**config.mk**
```make
export PLATFORM = sky130hd
export DESIGN_NAME = ugas_hub_flat
export DESIGN_NICKNAME = d
export VERILOG_FILES = /design/src/core/ugas_pkg.sv /design/src/core/ugas_link_if.sv /design/src/core/ugas_hub.sv /design/src/flat_wrapper.sv
export SDC_FILE = /design/constraint.sdc
export NUM_CORES = 1
export LEC_CHECK = 0
export ABC_AREA = 1
export BUFFER_PORTS_ARGS = -buffer_cell sky130_fd_sc_hd__buf_2
export CAP_MARGIN = 30
export CORE_MARGIN = 1.5
export CORE_UTILIZATION = 49
export DETAILED_ROUTE_END_ITERATION = 6
export PLACE_DENSITY = 0.71
export SLEW_MARGIN = 20
export SYNTH_ARGS = -nofsm -noshare
export SYNTH_HDL_FRONTEND = slang
export SYNTH_SLANG_ARGS = --single-unit
```
**constraint.sdc**
```tcl
create_clock -name hclk -period 3.9 [get_ports hclk]
set_input_delay 0.195 -clock hclk [delete_from_list [all_inputs] [get_ports hclk]]
set_output_delay 0.195 -clock hclk [all_outputs]
set_load 0.02 [all_outputs]
```
**src/core/ugas_pkg.sv**
```systemverilog
// Shared constants and types for the unsolicited grant scheduler pair
package ugas_pkg;
  localparam int AGW = 4;
  localparam int SZW = 8;
  localparam int TMW = 16;
  localparam int QCW = 8;
  localparam int CLK_HZ = 10_000_000;
  localparam int NOM_INTERVAL_MS = 10;
  localparam int POLL_INTERVAL_MS = 5;
  localparam int GRANT_JITTER_US = 1000;
  localparam int INTERVAL_CYC = NOM_INTERVAL_MS * (CLK_HZ / 1000);
  localparam int POLL_CYC = POLL_INTERVAL_MS * (CLK_HZ / 1000);
  localparam int JITTER_CYC = GRANT_JITTER_US * (CLK_HZ / 1000000);
  localparam int EXTRA_SPACING = 100;
  localparam logic [AGW-1:0] RST_BURST = 4'h2;
  localparam logic [AGW-1:0] RST_MAXG = 4'h4;
  localparam logic [7:0] A_CTRL = 8'h00;
  localparam logic [7:0] A_BURST = 8'h04;
  localparam logic [7:0] A_STATUS = 8'h08;
  localparam logic [7:0] A_GCOUNT = 8'h0C;
  localparam int CTRL_EN = 0;
  localparam int CTRL_MAXG_LSB = 8;
  localparam int ST_MODE_LSB = 0;
  localparam int ST_QI = 4;
  localparam int ST_GPI_LSB = 8;
  localparam logic [1:0] HTRANS_NONSEQ = 2'h2;
  typedef enum logic [2:0] {CM_OFF = 3'b001, CM_POLLED = 3'b010, CM_UNSOL = 3'b100} ugas_cm_mode_e;
  typedef enum logic [1:0] {HE_POLL = 2'b01, HE_GRANT = 2'b10} ugas_he_mode_e;
endpackage

```
**src/core/ugas_link_if.sv**
```systemverilog
// Link between the modem end and the headend scheduler end
`timescale 1ns/1ns
interface ugas_link_if;
  logic grant;
  logic poll;
  logic pkt_valid;
  logic [ugas_pkg::AGW-1:0] pkt_active_grants;
  logic pkt_queue_ind;
  logic req_valid;
  logic [ugas_pkg::SZW-1:0] req_size;
  modport cm
  (
    input grant,
    input poll,
    output pkt_valid,
    output pkt_active_grants,
    output pkt_queue_ind,
    output req_valid,
    output req_size
  );
  modport hub
  (
    output grant,
    output poll,
    input pkt_valid,
    input pkt_active_grants,
    input pkt_queue_ind,
    input req_valid,
    input req_size
  );
endinterface

```
**src/core/ugas_hub.sv**
```systemverilog
// Headend end: grant and poll scheduling with an AHB-Lite control slave
//
// The AHB-Lite slave port and the placing of the registers were decided locally.
`timescale 1ns/1ns
// Functional notes
// - Grant interval equals application packet interval
// - Several grants per interval form shared pool
// - Single grant stays within tolerated jitter
// - Last grant of group within jitter
// - Interval boundary never exchanged between ends
// - Modem raises queue indicator on backlog
// - Extra grants at most one per hundred
// - Extra grants continue until indicator drops
// - Police downstream slightly above provisioned rate (not done in this block)
// - Poll when inactive, grant when active
// - Every granted packet carries needed count
// - Requested count never above provisioned maximum
// - Polled modem requests exactly one grant
// - Larger count reported from first packet
// - Added grant comes with extra burst
// - Final zero-count packet, then stop sending
// - Zero count stops grants, back to polling
// - Resume by request in a poll
// - Ignore request size, restart configured grants
// - Modem resumes from polls or grants
// - Activity timer per subflow sets count
module ugas_hub #(
  parameter int unsigned INTERVAL_CYC = ugas_pkg::INTERVAL_CYC,
  parameter int unsigned POLL_CYC = ugas_pkg::POLL_CYC,
  parameter int unsigned JITTER_CYC = ugas_pkg::JITTER_CYC
)
(
  input wire logic hclk,
  input wire logic hresetn,
  ugas_link_if.hub lnk,
  input wire logic hsel,
  input wire logic [31:0] haddr,
  input wire logic [1:0] htrans,
  input wire logic hwrite,
  input wire logic [2:0] hsize,
  input wire logic [31:0] hwdata,
  input wire logic hready,
  output logic [31:0] hrdata,
  output logic hreadyout,
  output logic hresp,
  output logic hub_active
);
  localparam int IW = $clog2(INTERVAL_CYC + 1);
  localparam int PW = $clog2(POLL_CYC + 1);
  localparam int AGW = ugas_pkg::AGW;
  localparam logic [IW-1:0] ITV_LAST = IW'(INTERVAL_CYC - 1);
  localparam logic [PW-1:0] POLL_LAST = PW'(POLL_CYC - 1);
  localparam logic [6:0] SPACING = 7'(ugas_pkg::EXTRA_SPACING);

  typedef struct packed {
    ugas_pkg::ugas_he_mode_e mode;
    logic en;
    logic [AGW-1:0] maxg;
    logic [AGW-1:0] burst;
    logic [IW-1:0] itv;
    logic [PW-1:0] pcnt;
    logic [AGW-1:0] gpi;
    logic [AGW-1:0] pend;
    logic [AGW-1:0] xpend;
    logic [6:0] since;
    logic qi;
    logic [31:0] gcount;
    logic grant;
    logic poll;
    logic active;
    logic wr_pend;
    logic [7:0] wr_addr;
    logic [31:0] rdata;
  } ugas_hub_s;

  ugas_hub_s s_q;
  ugas_hub_s s_d;

  function automatic logic [31:0] reg_read(input ugas_hub_s s, input logic [7:0] a);
    logic [31:0] v;
    v = '0;
    unique case (a)
      ugas_pkg::A_CTRL:
      begin
        v[ugas_pkg::CTRL_EN] = s.en;
        v[ugas_pkg::CTRL_MAXG_LSB +: AGW] = s.maxg;
      end
      ugas_pkg::A_BURST: v[AGW-1:0] = s.burst;
      ugas_pkg::A_STATUS:
      begin
        v[ugas_pkg::ST_MODE_LSB +: 2] = s.mode;
        v[ugas_pkg::ST_QI] = s.qi;
        v[ugas_pkg::ST_GPI_LSB +: AGW] = s.gpi;
      end
      ugas_pkg::A_GCOUNT: v = s.gcount;
      default: v = '0;
    endcase
    return v;
  endfunction

  always_comb
  begin
    logic take;
    logic regular;
    logic [AGW-1:0] ag;
    take = hsel && hready && (htrans == ugas_pkg::HTRANS_NONSEQ);
    regular = 1'b0;
    ag = lnk.pkt_active_grants;
    s_d = s_q;
    s_d.grant = 1'b0;
    s_d.poll = 1'b0;
    // Zero-wait slave: read data fetched in the address phase
    s_d.wr_pend = take && hwrite;
    if (take)
    begin
      s_d.wr_addr = haddr[7:0];
      s_d.rdata = reg_read(s_q, haddr[7:0]);
    end
    if (s_q.wr_pend)
    begin
      unique case (s_q.wr_addr)
        ugas_pkg::A_CTRL:
        begin
          s_d.en = hwdata[ugas_pkg::CTRL_EN];
          s_d.maxg = hwdata[ugas_pkg::CTRL_MAXG_LSB +: AGW];
        end
        ugas_pkg::A_BURST: s_d.burst = hwdata[AGW-1:0];
        ugas_pkg::A_GCOUNT: s_d.gcount = '0;
        default: s_d.gcount = s_q.gcount;
      endcase
    end
    if (!s_q.en)
    begin
      s_d.mode = ugas_pkg::HE_POLL;
      s_d.gpi = '0;
      s_d.pend = '0;
      s_d.xpend = '0;
      s_d.pcnt = '0;
    end
    else
    begin
      unique case (s_q.mode)
        ugas_pkg::HE_POLL:
        begin
          s_d.pcnt = (s_q.pcnt == POLL_LAST) ? '0 : s_q.pcnt + 1'b1;
          s_d.poll = (s_q.pcnt == '0);
          if (lnk.req_valid)
          begin
            // Requested size is ignored; one configured grant per interval
            s_d.mode = ugas_pkg::HE_GRANT;
            s_d.gpi = 4'h1;
            s_d.itv = '0;
            s_d.xpend = s_q.burst;
          end
        end
        ugas_pkg::HE_GRANT:
        begin
          // Private interval phase; the modem never sees the boundary
          s_d.itv = (s_q.itv == ITV_LAST) ? '0 : s_q.itv + 1'b1;
          if (s_q.itv == '0)
          begin
            // Group issued back to back so last grant lands early
            s_d.pend = s_q.gpi;
          end
          else if (s_q.pend != '0)
          begin
            s_d.grant = 1'b1;
            s_d.pend = s_q.pend - 1'b1;
            regular = 1'b1;
          end
          else if (s_q.xpend != '0)
          begin
            s_d.grant = 1'b1;
            s_d.xpend = s_q.xpend - 1'b1;
          end
          else if (s_q.qi && s_q.since >= SPACING)
          begin
            s_d.grant = 1'b1;
            s_d.since = '0;
          end
          if (regular && s_q.since < SPACING)
          begin
            s_d.since = s_q.since + 1'b1;
          end
          if (lnk.pkt_valid)
          begin
            s_d.qi = lnk.pkt_queue_ind;
            if (ag == '0)
            begin
              s_d.mode = ugas_pkg::HE_POLL;
              s_d.gpi = '0;
              s_d.pend = '0;
              s_d.xpend = '0;
              s_d.pcnt = '0;
            end
            else
            begin
              s_d.gpi = (ag > s_q.maxg) ? s_q.maxg : ag;
              if (ag > s_q.gpi)
              begin
                s_d.xpend = s_q.burst;
              end
            end
          end
        end
      endcase
    end
    // Grant in the clearing cycle still counts, on top of the cleared value
    if (s_d.grant)
    begin
      s_d.gcount = s_d.gcount + 1'b1;
    end
    s_d.active = (s_d.mode == ugas_pkg::HE_GRANT);
  end

  always_ff @(posedge hclk or negedge hresetn)
  begin
    if (!hresetn)
    begin
      s_q <= '{mode: ugas_pkg::HE_POLL, maxg: ugas_pkg::RST_MAXG, burst: ugas_pkg::RST_BURST,
               default: '0};
    end
    else
    begin
      s_q <= s_d;
    end
  end

  // Downstream policing lives outside this block; no downstream path here
  assign lnk.grant = s_q.grant;
  assign lnk.poll = s_q.poll;
  assign hrdata = s_q.rdata;
  assign hreadyout = 1'b1;
  assign hresp = 1'b0;
  assign hub_active = s_q.active;
endmodule // ugas_hub

```
**src/flat_wrapper.sv**
```systemverilog
// flat-port wrapper written by rule: the top's interface ports become plain ports
module ugas_hub_flat 
#(
  parameter int unsigned INTERVAL_CYC = ugas_pkg::INTERVAL_CYC,
  parameter int unsigned POLL_CYC = ugas_pkg::POLL_CYC,
  parameter int unsigned JITTER_CYC = ugas_pkg::JITTER_CYC
)
  (hclk, hresetn, hsel, haddr, htrans, hwrite, hsize, hwdata, hready, hrdata, hreadyout, hresp, hub_active, lnk_grant, lnk_poll, lnk_pkt_valid, lnk_pkt_active_grants, lnk_pkt_queue_ind, lnk_req_valid, lnk_req_size);
  ugas_link_if lnk_i ();
  input wire logic hclk;
  input wire logic hresetn;
  input wire logic hsel;
  input wire logic [31:0] haddr;
  input wire logic [1:0] htrans;
  input wire logic hwrite;
  input wire logic [2:0] hsize;
  input wire logic [31:0] hwdata;
  input wire logic hready;
  output logic [31:0] hrdata;
  output logic hreadyout;
  output logic hresp;
  output logic hub_active;
  output wire logic [$bits(lnk_i.grant)-1:0] lnk_grant;
  output wire logic [$bits(lnk_i.poll)-1:0] lnk_poll;
  input wire logic [$bits(lnk_i.pkt_valid)-1:0] lnk_pkt_valid;
  input wire logic [$bits(lnk_i.pkt_active_grants)-1:0] lnk_pkt_active_grants;
  input wire logic [$bits(lnk_i.pkt_queue_ind)-1:0] lnk_pkt_queue_ind;
  input wire logic [$bits(lnk_i.req_valid)-1:0] lnk_req_valid;
  input wire logic [$bits(lnk_i.req_size)-1:0] lnk_req_size;
  assign lnk_grant = lnk_i.grant;
  assign lnk_poll = lnk_i.poll;
  assign lnk_i.pkt_valid = lnk_pkt_valid;
  assign lnk_i.pkt_active_grants = lnk_pkt_active_grants;
  assign lnk_i.pkt_queue_ind = lnk_pkt_queue_ind;
  assign lnk_i.req_valid = lnk_req_valid;
  assign lnk_i.req_size = lnk_req_size;
  ugas_hub #(.INTERVAL_CYC(INTERVAL_CYC), .POLL_CYC(POLL_CYC), .JITTER_CYC(JITTER_CYC)) u_core (.hclk(hclk), .hresetn(hresetn), .lnk(lnk_i), .hsel(hsel), .haddr(haddr), .htrans(htrans), .hwrite(hwrite), .hsize(hsize), .hwdata(hwdata), .hready(hready), .hrdata(hrdata), .hreadyout(hreadyout), .hresp(hresp), .hub_active(hub_active));
endmodule
```
==> impl_metrics.tcl, run 1 <==
set metrics [dict create \
    outcome "completed" \
    fp.dieW_um 131 \
    ir_drop_uv 366 \
    grt_pass1_wl_um 30800 \
    netlist-cell-type-count 52 \
    cp-startpoint "u_core.s_q[34]" \
    numCtsBuffers 17 \
    drive_gt1_share_pct 15.2 \
    hold_viol_final 0 \
    stdcell_area_sq_um 9090 \
    critical_path_buf_inv_count 3 \
    place_ws_ns 1.57 \
    fp.dieH_um 131 \
    area_delta_synth_final_pct 13.8 \
    worst-path-max-fanout 12 \
    final_antenna_net_count 0 \
    async_flop_share_pct 100 \
    max_freq_mhz 417 \
    worst-endpoint-required_ns 4.21 \
    totalWireLength_um 18500 \
    gr-usage-all-layers_pct 23.3 \
    area.sequential_sq_um 3510 \
    setup_total_negative_slack_ns 0 \
    post_cts.resized_instances 0 \
    crit_path_category "reg2reg" \
    post-route-period-util_pct 61.5 \
    synth-seq-area-share_pct 43.9 \
    path_delay_family "simple AND/OR/NAND/NOR gates" \
    place.gp.congestion 0.899 \
    leakagePower_nw 4.42 \
    cp.arrival_ns 2.71 \
    multi_input_comb_area_sq_um 3560 \
    starting_density_of_the_core_pct 50.3 \
    via_count 6611 \
    synth-warning-count 0 \
    finalSetupViolations 0 \
    design.core.area_sq_um 15900 \
    critical_path.cell_chain "inv_1, nor2_1, nand3_2, inv_1, buf_4, nor2_1, ha_1, nand4_1, nor2_1, nand3_2, nor2_4, nand2_1, xor2_1" \
    netlist_area_sq_um 7990 \
    tritoncts_num_sinks 140 \
    path_depth 13 \
    cts_setup_buffers 0 \
    root_buffer "clkbuf_16" \
    cts_tree "yes" \
    rrSetupSlack_ns 1.50 \
    critical_path.endpoint "u_core.s_q[62]" \
    synth_fp_nets 1115 \
    design.portCount 126 \
    flops_latches_synth 140 \
    drc 0 \
    detail_route.vias_per_cell 5.14 \
    worst_path_max_delay_cell "dfrtp_1" \
    power_mw 4.98 \
    hold_buffers 10 \
    r2r-start "u_core.s_q[34]" \
    max_slew.worst_pin.slew_ns 0.833 \
    worstHoldPathType "in2reg" \
    design.final.nets 1163 \
    power.density_cell_area_nw_per_um2 548 \
    detail_route.wl_per_cell_um 14.4 \
    clock_tree.buffer_depth 2 \
    reg2reg_depth 13 \
    clkTransAtPathRegs_ns 0.06 \
    slew_limit_fails 0 \
    critPathLaunchType "register" \
    synth_edf_count 0 \
    detail_route.first_pass.iterations 6 \
    crit-reg2reg-capture "u_core.s_q[62]" \
    fill_cells 1477 \
    cts.htree.levels 4 \
    skew_ns 0.00985 \
    grt_antenna_before_repair 1 \
    syn-mean-instance-area_sq_um 7.93 \
    place_hpwl_um 13400 \
    first_global_vias 6219 \
    grt_setup_unrepaired "no" \
    ys.flop_type "dfrtp_1" \
    endpoint_kind_of_the_worst_setup_timing_path "register" \
    critPathMostFrequentCell "nor2_1" \
    cpPeakStageDelay_ns 0.38 \
    max_cap_viol_count 0 \
    clk-insertion-delay-late_ns 0.43 \
    floorplan.die_area_sq_um 17100 \
    syn_inst 1008 \
    pin_count_of_the_biggest_net_entering_global_routing 91 \
    drt_iter0_drc 565 \
    placedInstanceArea_sq_um 8280 \
    worst_setup_margin_ns 1.50 \
    max_transition_margin_pct 44.4 \
    overflow 0 \
    placementRows 46 \
    place.port_buffers 64 \
    fin_crit_ns 2.40 \
]
[layout by cell type, fill, tap and decap left out, types with 13 or more instances in the layout]
master,count
xor2_1,26
ha_1,18
a21oi_1,23
nand3_1,53
clkbuf_16,17
o22ai_1,13
o21ai_0,64
nand4_1,22
buf_2,63
dfrtp_1,137
o31ai_1,13
nor2_1,111
nand2_1,203
nor3_1,24
inv_1,143
[synth_stat cells, drive strengths merged (2+ instances only)]
| library cell | n | area [sq um] |
|---|---|---|
| a211oi | 3 | 22.5 |
| a21oi | 24 | 124 |
| a22oi | 2 | 15.0 |
| a31oi | 4 | 25.0 |
| buf | 41 | 308 |
| clkbuf | 11 | 41.3 |
| conb | 2 | 7.51 |
| dfrtp | 137 | 3430 |
| dfstp | 3 | 78.8 |
| ha | 18 | 225 |
| inv | 152 | 571 |
| mux2 | 5 | 56.3 |
| nand2 | 214 | 836 |
| nand3 | 65 | 408 |
| nand4 | 23 | 150 |
| nor2 | 126 | 563 |
| nor3 | 25 | 130 |
| nor4 | 8 | 56.3 |
| o211ai | 5 | 37.5 |
| o21ai | 70 | 358 |
| o22ai | 13 | 81.3 |
| o31ai | 13 | 97.6 |
| or2 | 3 | 18.8 |
| xnor2 | 5 | 43.8 |
| xor2 | 26 | 228 |
[area by class of cell]
| class | instances | area share (%) |
|---|---|---|
| timing repair buffer | 81 | 5.49 |
| antenna | 1 | 0.0275 |
| inverter | 153 | 6.32 |
| clock buffer | 20 | 4.80 |
| clock inverter | 11 | 2.66 |
| tap | 216 | 2.97 |
| sequential | 140 | 38.6 |
| multi-input combinational | 663 | 39.2 |
[through the flow]
stage / hold slack, ns / cells / utilization (%)
2_1_floorplan: -0.101 / 1008 / -
3_3_place_gp: 0.329 / 1242 / 52.2
3_5_place_dp: 0.327 / 1242 / 52.2
4_1_cts: 0.00374 / 1283 / 57.0
5_1_grt: 0.0224 / 1285 / 57.2
6_report: 0.0153 / 1285 / 57.2
[metal layers]
| layer | share of wire (%) | GRT usage [%] |
|---|---|---|
| met5 | 0 | 0 |
| met4 | 2.3 | 9.18 |
| met3 | 4.3 | 4.72 |
| met2 | 46 | 36.1 |
| met1 | 48 | 32.3 |
[tightest hold or removal path: stages]
cell     delay (ns)
buf_2          0.08
nor2_1         0.03
a21oi_1        0.09
[cell families (layout without fill, tap and decap cells)]
logic type	after synthesis	after routing	synth area share, %
compound gates	141	141	10.3
other cells	2	3	0.0940
fa+ha+maj	18	18	2.82
buf+inv	205	265	11.6
xor+xnor	31	31	3.40
flops	140	140	43.9
simple gates	466	466	27.2
mux	5	5	0.705
[flip-flops by register name, indices dropped and copies added (netlist names)]
name / count
u_core.lnk.poll: 1
u_core.s_q: 105
u_core.hrdata: 32
u_core.lnk.grant: 1
u_core.hub_active: 1
[how the worst min path moves through the flow]
stage               from          endpoint  slack, ns  depth (start not counted)
6_report       hwdata[3]   u_core.s_q[132]       0.02                          3
3_3_place_gp     hresetn   u_core.s_q[107]       0.33                          1
4_1_cts        hwdata[3]   u_core.s_q[132]      0.004                          3
2_1_floorplan    hresetn  u_core.hrdata[0]      -0.10                          0
5_1_grt        hwdata[8]   u_core.s_q[133]       0.02                          2
3_5_place_dp     hresetn   u_core.s_q[105]       0.33                          1
[where the power goes]
group	leakage, nW	switching (mW)	internal (mW)	total [mW]
combinational	2.25	0.801	0.437	1.24
sequential	1.84	0.192	1.68	1.87
clock	0.328	0.612	1.26	1.87
Note: power is estimated with default switching activity, not from simulation.
==> run 2: changes to the inputs <==
--- a/config.mk
+++ b/config.mk
@@ -5,13 +5,13 @@
 export SDC_FILE = /design/constraint.sdc
 export NUM_CORES = 1
 export LEC_CHECK = 0
-export ABC_AREA = 1
+export ABC_AREA = 0
 export BUFFER_PORTS_ARGS = -buffer_cell sky130_fd_sc_hd__buf_2
 export CAP_MARGIN = 30
 export CORE_MARGIN = 1.5
 export CORE_UTILIZATION = 49
 export DETAILED_ROUTE_END_ITERATION = 6
-export PLACE_DENSITY = 0.71
+export PLACE_DENSITY = 0.74
 export SLEW_MARGIN = 20
 export SYNTH_ARGS = -nofsm -noshare
 export SYNTH_HDL_FRONTEND = slang
==> constraint.sdc (replaced) <==
create_clock -name hclk -period 2.2 [get_ports hclk]
set_input_delay 0.11 -clock hclk [delete_from_list [all_inputs] [get_ports hclk]]
set_output_delay 0.11 -clock hclk [all_outputs]
set_load 0.02 [all_outputs]
==> impl_metrics.tcl, run 2 <==
set metrics [dict create \
    outcome "finished with violations" \
    violated_checks "setup timing" \
    drt_iter0_drc 374 \
    flops_latches_synth 140 \
    mostFrequentLayoutCells "137 x dfrtp_1, 103 x nand2_1, 63 x buf_2, 57 x o21ai_0" \
    clock_tree.buffer_depth 2 \
    power.density_cell_area_nw_per_um2 1040 \
    max_flop_register "u_core.s_q" \
    syn_inst 779 \
    crit-reg2reg-capture "u_core.s_q[62]" \
    reg2reg_depth 7 \
    synthMostInstantiatedCell "dfrtp_1" \
    clkTransAtPathRegs_ns 0.06 \
    worst-path-max-fanout 9 \
    timing.hold.worst.start "haddr[2]" \
    overflow 0 \
    end_of_the_worst_hold_path "u_core.s_q[34]" \
    fill_cells 1164 \
    max_cap_viol_count 0 \
    design.portCount 126 \
    rrSetupSlack_ns -0.04 \
    ir_drop_uv 656 \
    cp.arrival_ns 2.57 \
    numCtsBuffers 17 \
    skew_ns 0.00960 \
    netlist_area_sq_um 7430 \
    fin_crit_ns 2.24 \
    pin_count_of_the_biggest_net_entering_global_routing 53 \
    worstHoldPathType "in2reg" \
    synth_common_cells "137 x dfrtp_1, 104 x nand2_1, 60 x o21ai_0, 57 x nor2_1" \
    root_buffer "clkbuf_16" \
    core_utilization_of_the_finished_layout_pct 61.8 \
    synth_top_cells_by_area "dfrtp_1 46%, nand2_1 5.3%, o21ai_0 4.0%, buf_4 3.5%, a22o_1 3.3%" \
    hold_viol_final 0 \
    tritoncts_num_sinks 140 \
    max_freq_mhz 446 \
    starting_density_of_the_core_pct 50.8 \
    place.gp.congestion 0.866 \
    worst-endpoint-required_ns 2.53 \
    clk-insertion-delay-late_ns 0.42 \
    gr-usage-met1_pct 30.3 \
    cpPeakStageDelay_ns 0.55 \
    place.port_buffers 64 \
    final_antenna_net_count 0 \
    synth-warning-count 0 \
    cts_tree "yes" \
    async_flop_share_pct 100 \
    gr-usage-all-layers_pct 23.1 \
    synth_fp_nets 886 \
    drive_gt1_share_pct 24.0 \
    hold-path-cell-count 3 \
    detail_route.vias_per_cell 5.73 \
    max_slew.worst_pin.slew_ns 0.487 \
    place_ws_ns -0.0455 \
    fp.dieW_um 126 \
    via_count 6214 \
    setup_total_negative_slack_ns -0.139 \
    critical_path.cell_chain "or4b_4, or3_4, and2_4, ha_4, nand4_4, o21ai_0, a21oi_1" \
    grt_pass1_wl_um 29600 \
    gr-usage-met2_pct 38.2 \
    layout.cells.most_common "dfrtp_1" \
    detail_route.first_pass.iterations 5 \
    critPathLaunchType "register" \
    antenna_cells_inserted 0 \
    worst_path_max_delay_cell "or4b_4" \
    groute.layer.met3.usage_pct 4.38 \
    worst_setup_margin_ns -0.0422 \
    ys.flop_type "dfrtp_1" \
    area_delta_synth_final_pct 21.7 \
    syn-mean-instance-area_sq_um 9.54 \
    grt.busiest_layer "met2" \
    r2r-start "u_core.s_q[38]" \
    synth_edf_count 0 \
    netlist-cell-type-count 72 \
    crit_path_category "reg2reg" \
    max_transition_margin_pct 67.3 \
    placementRows 44 \
    post-route-period-util_pct 102 \
    slew_limit_fails 0 \
    totalWireLength_um 17500 \
    finalSetupViolations 6 \
    detail_route.wl_per_cell_um 16.1 \
    drc 0 \
    design.final.nets 995 \
    cts.htree.levels 4 \
    synth-seq-area-share_pct 47.2 \
    grt_antenna_before_repair 0 \
    design.core.area_sq_um 14600 \
    grt_setup_unrepaired "yes" \
    endpoint_kind_of_the_worst_setup_timing_path "register" \
    netlist.area_leader.share_pct 46.1 \
    leakagePower_nw 4.20 \
    place_hpwl_um 11700 \
    fp.dieH_um 126 \
    yosysTopAreaCell "dfrtp_1" \
    largest_reg_flops 105 \
    first_global_vias 6132 \
    floorplan.die_area_sq_um 15900 \
]
[run 2: per-layer routing]
metal  vias up  part of all wire (%)
met4         0                   2.0
li1       2980                     -
met2       196                    48
met3        32                   4.2
met5         -                     0
met1      3006                    46
[run 2: timing repair]
action	4_1_cts	5_1_grt
buffers inserted	1	2
gates resized for setup	5	24
endpoints found under the hold margin	155	0
gates cloned	2	0
hold buffers	18	0
setup endpoints to repair	18	50
pin swaps	3	8
[run 2: metrics by stage]
stage / hold WS [ns] / area (sq um) / total power, mW / std cells
finish: 0.0541 / 9040 / 9.45 / 1085
global route: 0.0562 / 9040 / 10.0 / 1085
CTS: 0.0477 / 8940 / 9.34 / 1083
detailed placement: -0.00418 / 8090 / 6.27 / 1030
global placement: -0.00149 / 8090 / 6.20 / 1030
floorplan: -0.186 / 7440 / 5.15 / 779
[run 2: cell type report]
type | instances | area, sq um | area share [%]
Clock buffer | 21 | 470 | 5.20
Timing Repair Buffer | 143 | 1000 | 11.1
Sequential cell | 140 | 3510 | 38.8
Multi-Input combinational cell | 556 | 3590 | 39.7
Clock inverter | 11 | 134 | 1.48
Tap cell | 184 | 230 | 2.55
Inverter | 30 | 113 | 1.24
[run 2: worst max path at each step]
stage,from,endpoint,slack [ns]
3_3_place_gp,u_core.s_q[38],u_core.s_q[68],-0.02
2_1_floorplan,u_core.s_q[38],u_core.s_q[58],0.006
3_5_place_dp,u_core.s_q[84],u_core.s_q[70],-0.05
6_report,u_core.s_q[38],u_core.s_q[62],-0.04
4_1_cts,u_core.s_q[84],u_core.s_q[70],-0.02
5_1_grt,u_core.s_q[84],u_core.s_q[60],-0.12
[run 2: report_power, final]
part	switching [mW]	internal [mW]
logic	1.83	1.41
registers	0.351	2.96
clock network	1.12	1.77
[run 2: cell families after synthesis]
group / Yosys count / synth area share [%]
buffers and inverters: 85 / 6.50
flip-flops: 140 / 47.2
adder cells (fa/ha/maj): 18 / 3.03
AO/OA/AOI/OAI: 166 / 14.2
AND/OR/NAND/NOR: 320 / 22.7
multiplexers: 17 / 2.61
XOR/XNOR: 31 / 3.65
other: 2 / 0.101
[run 2: critical path: cells and delay by family, from the launching register on]
family                     cells  cell delay [ns]
AOI/OAI and AO/OA              2             0.29
adders and majority gates      1             0.19
and+or+nand+nor                4             1.30
DFF                            1             0.37
==> run 3: changes to the inputs <==
--- a/config.mk
+++ b/config.mk
@@ -12,6 +12,7 @@
 export CORE_UTILIZATION = 49
 export DETAILED_ROUTE_END_ITERATION = 6
 export PLACE_DENSITY = 0.74
+export REMOVE_ABC_BUFFERS = 1
 export SLEW_MARGIN = 20
 export SYNTH_ARGS = -nofsm -noshare
 export SYNTH_HDL_FRONTEND = slang
==> impl_metrics.tcl, run 3 (same netlist as run 2, synthesis figures left out) <==
set metrics [dict create \
    stdcell_area_sq_um 9340 \
    drc 0 \
    tritoncts_num_sinks 140 \
    drive_gt1_share_pct 27.2 \
    critPathLaunchType "register" \
    design.final.nets 1017 \
    place.gp.congestion 0.867 \
    whs_ns 0.0729 \
    design.core.area_sq_um 14600 \
    root_buffer "clkbuf_16" \
    power_mw 9.94 \
    crit-reg2reg-capture "u_core.s_q[68]" \
    ir_drop_uv 804 \
    mostFrequentLayoutCells "137 x dfrtp_1, 102 x nand2_1, 73 x buf_4, 63 x buf_2, 56 x nor2_1" \
    core_utilization_of_the_finished_layout_pct 63.8 \
    worst_path_max_delay_cell "or4b_4" \
    via_count 6369 \
    setup_total_negative_slack_ns -0.672 \
    numCtsBuffers 17 \
    worstHoldPathType "in2reg" \
    crit_path_category "reg2reg" \
    max_freq_mhz 442 \
    clkTransAtPathRegs_ns 0.06 \
    largest_reg_flops 105 \
    critical_path.cell_chain "or4b_4, or3_4, and2_4, ha_4, buf_4, nand4_4, or3_4, a21oi_1" \
    r2r-start "u_core.s_q[38]" \
    grt_antenna_before_repair 0 \
    max_slew.worst_pin.slew_ns 0.575 \
    floorplan.die_area_sq_um 15900 \
    clock_tree.buffer_depth 2 \
    gr-usage-all-layers_pct 24.4 \
    placementRows 44 \
    cp.arrival_ns 2.57 \
    slew_limit_fails 0 \
    hold_viol_final 0 \
    worst_setup_margin_ns -0.0637 \
    max_cap_viol_count 0 \
    grt_pass1_wl_um 31000 \
    hold-path-cell-count 3 \
    antenna_cells_inserted 0 \
    outcome "finished with violations" \
    violated_checks "setup timing" \
    place.port_buffers 64 \
    timing.hold.worst.start "haddr[2]" \
    starting_density_of_the_core_pct 50.8 \
    post-route-period-util_pct 103 \
    detail_route.wl_per_cell_um 16.9 \
    area_delta_synth_final_pct 25.7 \
    drt_iter0_drc 517 \
    worst-path-max-fanout 8 \
    reg2reg_depth 8 \
    skew_ns 0.00743 \
    place_hpwl_um 12100 \
    totalWireLength_um 18700 \
    pin_count_of_the_biggest_net_entering_global_routing 62 \
    detail_route.first_pass.iterations 5 \
    placedInstanceArea_sq_um 8130 \
    design.portCount 126 \
    detail_route.vias_per_cell 5.75 \
    final_antenna_net_count 0 \
    max_transition_margin_pct 61.3 \
    worst-endpoint-required_ns 2.51 \
    fin_crit_ns 2.26 \
    max_flop_register "u_core.s_q" \
    rrSetupSlack_ns -0.06 \
    fp.dieW_um 126 \
    overflow 0 \
    grt_setup_unrepaired "yes" \
    cpPeakStageDelay_ns 0.53 \
    first_global_vias 6468 \
    critPathMostFrequentCell "or3_4" \
    leakagePower_nw 4.31 \
    endpoint_kind_of_the_worst_setup_timing_path "register" \
    fp.dieH_um 126 \
    cts_tree "yes" \
    fill_cells 1130 \
    power.density_cell_area_nw_per_um2 1060 \
    end_of_the_worst_hold_path "u_core.s_q[34]" \
    cts.htree.levels 4 \
    layout.cells.most_common "dfrtp_1" \
    finalSetupViolations 20 \
    clk-insertion-delay-late_ns 0.42 \
]
-- run 3: changes by cell type in the layout (fill, tap and decap cells not counted), moves of 3 or more --
cell     before  now
a21oi_1      33   28
o21ai_2       4    8
buf_4        56   73
or3_4         4    9
nor4_2        1    4
a21oi_2       2    7
o21ai_0      57   50
or3_2         3    0
-- run 3: worst max-delay path: cells and delay by family, from the launching register on --
| family | cells | cell delay [ns] |
|---|---|---|
| compound gates | 1 | 0.06 |
| fa+ha+maj | 1 | 0.17 |
| buf+inv | 1 | 0.14 |
| flops | 1 | 0.38 |
| simple gates | 5 | 1.38 |
-- run 3: power by group --
group / switching, mW / internal [mW] / total, mW
logic: 2.01 / 1.65 / 3.66
clock network: 1.10 / 1.88 / 2.98
registers: 0.337 / 2.96 / 3.30
total: 3.45 / 6.49 / 9.94
-- run 3: timing repair --
item / 4_1_cts / 5_1_grt
cloned: 5 / 0
buffers inserted: 7 / 8
hold buffers: 18 / 0
pin swaps: 11 / 31
hold endpoints to repair: 76 / 0
gates resized for setup: 23 / 40
endpoints found under the setup margin: 27 / 64
-- run 3: worst max-delay path by stage --
stage	cells past startpoint	endpoint	start	slack, ns
2_1_floorplan	6	u_core.s_q[66]	u_core.s_q[36]	-0.12
3_3_place_gp	7	u_core.s_q[62]	u_core.s_q[36]	-0.11
3_5_place_dp	7	u_core.s_q[72]	u_core.s_q[36]	-0.18
4_1_cts	8	u_core.s_q[52]	u_core.s_q[36]	0.0003
5_1_grt	9	u_core.s_q[71]	u_core.s_q[85]	-0.15
6_report	8	u_core.s_q[68]	u_core.s_q[38]	-0.06
-- run 3: layout make-up --
cell class | count | area (sq um) | share of cell area [%]
Timing Repair Buffer | 162 | 1160 | 12.4
Clock buffer | 23 | 478 | 5.12
Tap cell | 184 | 230 | 2.46
Inverter | 30 | 113 | 1.21
Sequential cell | 140 | 3510 | 37.5
Multi-Input combinational cell | 559 | 3720 | 39.8
Clock inverter | 9 | 136 | 1.46
-- run 3: per-stage QoR --
| stage | std cells | setup WS [ns] |
|---|---|---|
| final | 1107 | -0.0637 |
| after global routing | 1107 | -0.146 |
| after CTS | 1100 | 0.000288 |
| after detailed placement | 1038 | -0.178 |
| after global placement | 1038 | -0.106 |
| after floorplan | 724 | -0.117 |
-- run 3: routing by layer --
metal / part of all wire, % / wire length, um / up-vias / GRT usage, %
met1: 43 / 8050 / 3136 / 30.2
met4: 2.5 / 476 / 0 / 9.26
li1: - / - / 3038 / -
met5: 0 / 0 / - / 0
met3: 3.6 / 680 / 41 / 5.06
met2: 51 / 9480 / 154 / 42.0
